[src/hw/msr_cfg.svh]
// Constants for the modem line status register block
`ifndef MSR_CFG_SVH
`define MSR_CFG_SVH
`define MLS_OFFSET      16'hffa6
`define MLC_OFFSET      16'hffa4
`define IRQ_MASK_OFFSET 16'hffb0
`define MLS_RESET       8'h00
`define MLC_RESET       8'h00
`define MASK_RESET      8'h00
`define MLC_LOOP_BIT    0
`define MLC_DTR_BIT     4
`define MLC_RTS_BIT     5
`define MLC_RI_BIT      6
`define MLC_CD_BIT      7
`endif

[src/hw/msr_pkg.sv]
// Types for the modem line status register block
package msr_pkg;
   typedef struct packed {
      logic carrier;
      logic ring;
      logic dsr;
      logic cts;
   } modem_lines_t;
endpackage
[src/hw/modem_line_status.sv]
// Modem line status register with Avalon-MM slave and interrupt
`timescale 1ns/1ps
`include "msr_cfg.svh"
module modem_line_status
   import msr_pkg::*;
#(
   parameter int ADDR_W = 16
) (
   // Clock and reset
   input  wire logic              core_clk,
   input  wire logic              rst,
   // Avalon-MM slave
   input  wire logic [ADDR_W-1:0] address,
   input  wire logic              read,
   input  wire logic              write,
   input  wire logic [31:0]       writedata,
   input  wire logic [3:0]        byteenable,
   output logic      [31:0]       readdata,
   output logic                   waitrequest,
   // Modem inputs, active low at the pins
   input  wire modem_lines_t      modem_n,
   // Interrupt
   output logic                   irq
);
   // Register offsets are 16 bits wide, so a narrower bus cannot reach them
   if (ADDR_W < 16) begin : g_addr_check
      $error("ADDR_W must be at least 16");
   end

   modem_lines_t sync1_r, sync2_r, prev_r;
   logic [7:0]   delta_r, control_r, mask_r;
   logic         ack_r;
   logic         wr_status, wr_ctrl, wr_mask;
   logic [3:0]   events;

   ////////////////////////////////////////////////////////////////////////
   // Two-stage synchroniser; only stage two feeds the edge logic
   always_ff @(posedge core_clk) begin
      if (rst) begin
         sync1_r <= '1;
         sync2_r <= '1;
         prev_r  <= '1;
      end else begin
         sync1_r <= modem_n;
         sync2_r <= sync1_r;
         prev_r  <= sync2_r;
      end
   end

   assign events[0] = sync2_r.cts ^ prev_r.cts;
   assign events[1] = sync2_r.dsr ^ prev_r.dsr;
   assign events[2] = ~prev_r.ring & sync2_r.ring;
   assign events[3] = sync2_r.carrier ^ prev_r.carrier;

   ////////////////////////////////////////////////////////////////////////
   // Bus decode: one wait cycle, answer on the second edge
   always_ff @(posedge core_clk) begin
      if (rst) ack_r <= 1'b0;
      else     ack_r <= (read | write) & ~ack_r;
   end
   assign waitrequest = (read | write) & ~ack_r;

   assign wr_status = write & ack_r & byteenable[0] && address == `MLS_OFFSET;
   assign wr_ctrl   = write & ack_r & byteenable[0] && address == `MLC_OFFSET;
   assign wr_mask   = write & ack_r & byteenable[0] && address == `IRQ_MASK_OFFSET;

   // Set wins over a same-cycle clear so no transition is lost
   always_ff @(posedge core_clk) begin
      if (rst) begin
         delta_r <= `MLS_RESET;
      end else begin
         delta_r[7:4] <= 4'h0;
         delta_r[3:0] <= (delta_r[3:0] & ~(wr_status ? writedata[3:0] : 4'h0))
                         | events;
      end
   end

   always_ff @(posedge core_clk) begin
      if (rst) control_r <= `MLC_RESET;
      else if (wr_ctrl) control_r <= writedata[7:0];
   end

   always_ff @(posedge core_clk) begin
      if (rst) mask_r <= `MASK_RESET;
      else if (wr_mask) mask_r <= writedata[7:0];
   end

   ////////////////////////////////////////////////////////////////////////
   // Level bits are set when the pin is low; loopback shows control bits
   logic loop_en;
   assign loop_en = control_r[`MLC_LOOP_BIT];
   logic [3:0] lvl;
   assign lvl = loop_en ? {control_r[`MLC_CD_BIT], control_r[`MLC_RI_BIT],
                           control_r[`MLC_RTS_BIT], control_r[`MLC_DTR_BIT]}
                        : ~{sync2_r.carrier, sync2_r.ring, sync2_r.dsr, sync2_r.cts};

   always_ff @(posedge core_clk) begin
      if (rst) readdata <= 32'h0000_0000;
      else if (read & ~ack_r) begin
         unique case (address)
            `MLS_OFFSET:      readdata <= {24'h00_0000, lvl, delta_r[3:0]};
            `MLC_OFFSET:      readdata <= {24'h00_0000, control_r};
            `IRQ_MASK_OFFSET: readdata <= {24'h00_0000, mask_r};
            default:          readdata <= 32'h0000_0000;
         endcase
      end
   end

   assign irq = |(delta_r[3:0] & mask_r[3:0]);
   logic unused;
   assign unused = ^{delta_r[7:4], mask_r[7:4], writedata[31:8], byteenable[3:1]};
endmodule

[config.mk]
export PLATFORM = sky130hd
export DESIGN_NAME = modem_line_status
export DESIGN_NICKNAME = d
export VERILOG_FILES = /design/src/hw/msr_pkg.sv /design/src/hw/modem_line_status.sv
export VERILOG_INCLUDE_DIRS = /design/src /design/src/hw
export SDC_FILE = /design/constraint.sdc
export NUM_CORES = 1
export LEC_CHECK = 0
export BUFFER_PORTS_ARGS = -buffer_cell sky130_fd_sc_hd__buf_2
export CAP_MARGIN = 20
export CORE_MARGIN = 5
export CORE_UTILIZATION = 42
export DETAILED_ROUTE_END_ITERATION = 8
export HOLD_SLACK_MARGIN = 0.1
export MAX_ROUTING_LAYER = met4
export PLACE_DENSITY = 0.79
export SYNTH_ARGS = -nofsm -noshare
export SYNTH_HDL_FRONTEND = slang
export SYNTH_SLANG_ARGS = --single-unit
[constraint.sdc]
create_clock -name core_clk -period 1.4 [get_ports core_clk]
set_input_delay 0.07 -clock core_clk [delete_from_list [all_inputs] [get_ports core_clk]]
set_output_delay 0.07 -clock core_clk [all_outputs]
set_load 0.02 [all_outputs]
==> out/qor.txt <==
Status: completed
Final period util: 94.5%
Sequential area share after synthesis: 39.5%
TritonCTS Sinks: 41
Overall routing resource usage: 15.5%
Startpoint Class: input port
First-pass GRT wire length: 7640 um
Post-synth cell types: 44
Tmin final: 1.32 ns
Fillcell total: 461
Post-route ant nets: 0
Avg Cell Area, Syn: 8.84 um2
Most frequent cells in the layout: buf_2 (42), dfxtp_1 (41), conb_1 (24)
Main flop type after synthesis: dfxtp_1
Root buf cell: clkbuf_8
DR iter-0 viols: 131
Layout area overhead: 26.7%
Hold_sp: rst
Fin. Hold Viols: 0
Max H-tree Level: 2
DR vias/cell: 4.99
Worst Hold Endpoint: readdata[5]$_SDFFE_PP0P_
Postcts setup bufs: 0
Wire per inst: 13.0 um
Post-synthesis mux area share: 1.93%
DR vias: 1870
Crit path max fanout: 4
Dpl cells: 353
# IOs: 94
Layout Nets: 367
Slew Limit Fails: 0
Vias in the first global route: 1677
Final wirelength: 4880 um
Layout cells sized above 1: 31.2%
CP startpoint: read
Initial antenna violation count: 0
Max Freq: 756 MHz
CTS max path bufs: 2
Total negative slack: 0 ns
CORE AREA: 4750 um2
Die span in x: 80.3 um
Commonest non-fill, non-tap cell in the layout: buf_2
Post-synthesis xor/xnor area fraction: 1.27%
Post-Synth Adder-Cell Area: 0%
Reg-to-Reg End: readdata[1]$_SDFFE_PP0P_
R2r setup slk: 0.11 ns
Setup Skew: 0.00647 ns
Num CTS Buffers: 5
Flops & latches, synth: 41
Yosys warning count: 0
Worst Path Required: 1.57 ns
Post-Syn Area: 2080 um2
Number of remaining DRC errors: 0
Largest family of logic cells by synthesized area: simple AND/OR/NAND/NOR gates
Hold crit path type: input port to flip-flop
Worst R2R Path Depth: 6
Critical path class: input port to flip-flop
Post-DP HPWL: 3690 um
Cell depth of the worst hold path: 4
Worst path arrival time: 1.50 ns
DIE AREA: 6450 um2
Post-Synth Simple-Gate Area: 27.5%
RD Place Congestion: 0.883
Num rows: 25
Drt first pass iters: 4
Port bufs: 42
CTS tree: built
Gr ovfl total: 0
Power per cell area: 850 nW/um2
Final setup vio count: 0
Utilization after layout: 55.4%
Die height: 80.3 um
Diodes inserted: 0
Static leakage: 0.00105 uW
Synth async-reset ratio: 0%
Syn Inst Count: 235
Total of max-cap violations: 0
EDFF count, synth: 0
Initial Util: 43.7%
Largest net degree at the start of global routing: 29
Critical path endpoint category: flip-flop
Worst r2r src: ack_r$_SDFF_PP0_
Cell Count, Final, Fillers Out: 375
Compound-Gate Fraction of Synth Area: 17.4%
CTS clock-pin slew for the worst setup and hold paths: 0.08 ns
VDD IR max: 597 uV
Worst skew pair latency: 0.29 ns
==> cell usage after synthesis (5+ instances only) <==
cell type | count | area share (%)
nor2_1 | 6 | 1.1
a21oi_1 | 16 | 3.9
and3_1 | 5 | 1.5
a32oi_1 | 7 | 3.0
o21ai_0 | 22 | 5.3
nand2_1 | 9 | 1.6
nand3_1 | 18 | 4.3
nor2b_1 | 13 | 3.9
clkbuf_1 | 6 | 1.1
dfxtp_1 | 41 | 40
buf_4 | 24 | 8.7
or2_2 | 12 | 3.6
==> power breakdown <==
part | switching (uW) | internal, uW
clock network | 388 | 345
registers | 15.5 | 1190
logic | 174 | 126
total | 577 | 1660
==> stage by stage <==
stage / worst slack, ns / instance area (um2) / hold slack, ns / total power, uW
2_1_floorplan: 0.0764 / 2160 / 0.174 / 1430
3_3_place_gp: -0.0448 / 2380 / 0.251 / 1490
3_5_place_dp: -0.0878 / 2380 / 0.254 / 1490
4_1_cts: 0.0127 / 2610 / 0.192 / 2250
5_1_grt: -0.0355 / 2630 / 0.211 / 2350
6_report: 0.0766 / 2630 / 0.190 / 2240
==> worst max-delay path: stages <==
cell           delay, ns
dlygate4sd3_1       0.53
buf_2               0.12
nor2b_2             0.16
nor2b_2             0.18
buf_4               0.15
a41oi_1             0.20
o21ai_1             0.09
==> kinds of logic after synthesis <==
group                  after synthesis
AO/OA/AOI/OAI                       58
XOR/XNOR                             3
buffers and inverters               40
flip-flops                          41
multiplexers                         4
other                                1
AND/OR/NAND/NOR                     88
==> how the worst max path moves through the flow <==
stage	endpoint	slack, ns	cells after the start
after detailed placement	delta_r[2]$_SDFF_PP0_	-0.09	6
after global routing	readdata[0]$_SDFFE_PP0P_	-0.04	5
after CTS	control_r[3]$_SDFFE_PP0P_	0.01	4
after global placement	delta_r[2]$_SDFF_PP0_	-0.04	6
after floorplan	readdata[0]$_SDFFE_PP0P_	0.08	4
final	readdata[1]$_SDFFE_PP0P_	0.08	7
==> area by class of cell <==
| type | count | area (um2) | share of cell area (%) |
|---|---|---|---|
| clock inverter | 2 | 10.0 | 0.380 |
| tap | 67 | 83.8 | 3.18 |
| multi-input combinational | 177 | 1110 | 42.3 |
| inverter | 4 | 15.0 | 0.570 |
| sequential | 41 | 821 | 31.2 |
| clock buffer | 6 | 72.6 | 2.76 |
| timing repair buffer | 78 | 515 | 19.6 |
==> repair_timing <==
action                     in CTS  in global routing
setup endpoints to repair       3                 22
hold endpoints to repair       22                  0
gates resized for setup         1                  9
hold buffers                   14                  0
==> flip-flops by register name (all words and copies together) (netlist names) <==
register,flops
readdata,8
delta_r,4
sync1_r,4
mask_r,8
prev_r,4
ack_r,1
control_r,8
sync2_r,4
==> per-layer routing <==
layer	vias up	part of all wire [%]	track usage [%]
li1	938	-	-
met2	61	49	25.2
met4	0	1.7	5.57
met1	862	42	18.8
met5	-	0	-
met3	9	6.9	3.70
Note: power is estimated with default switching activity, not from simulation.
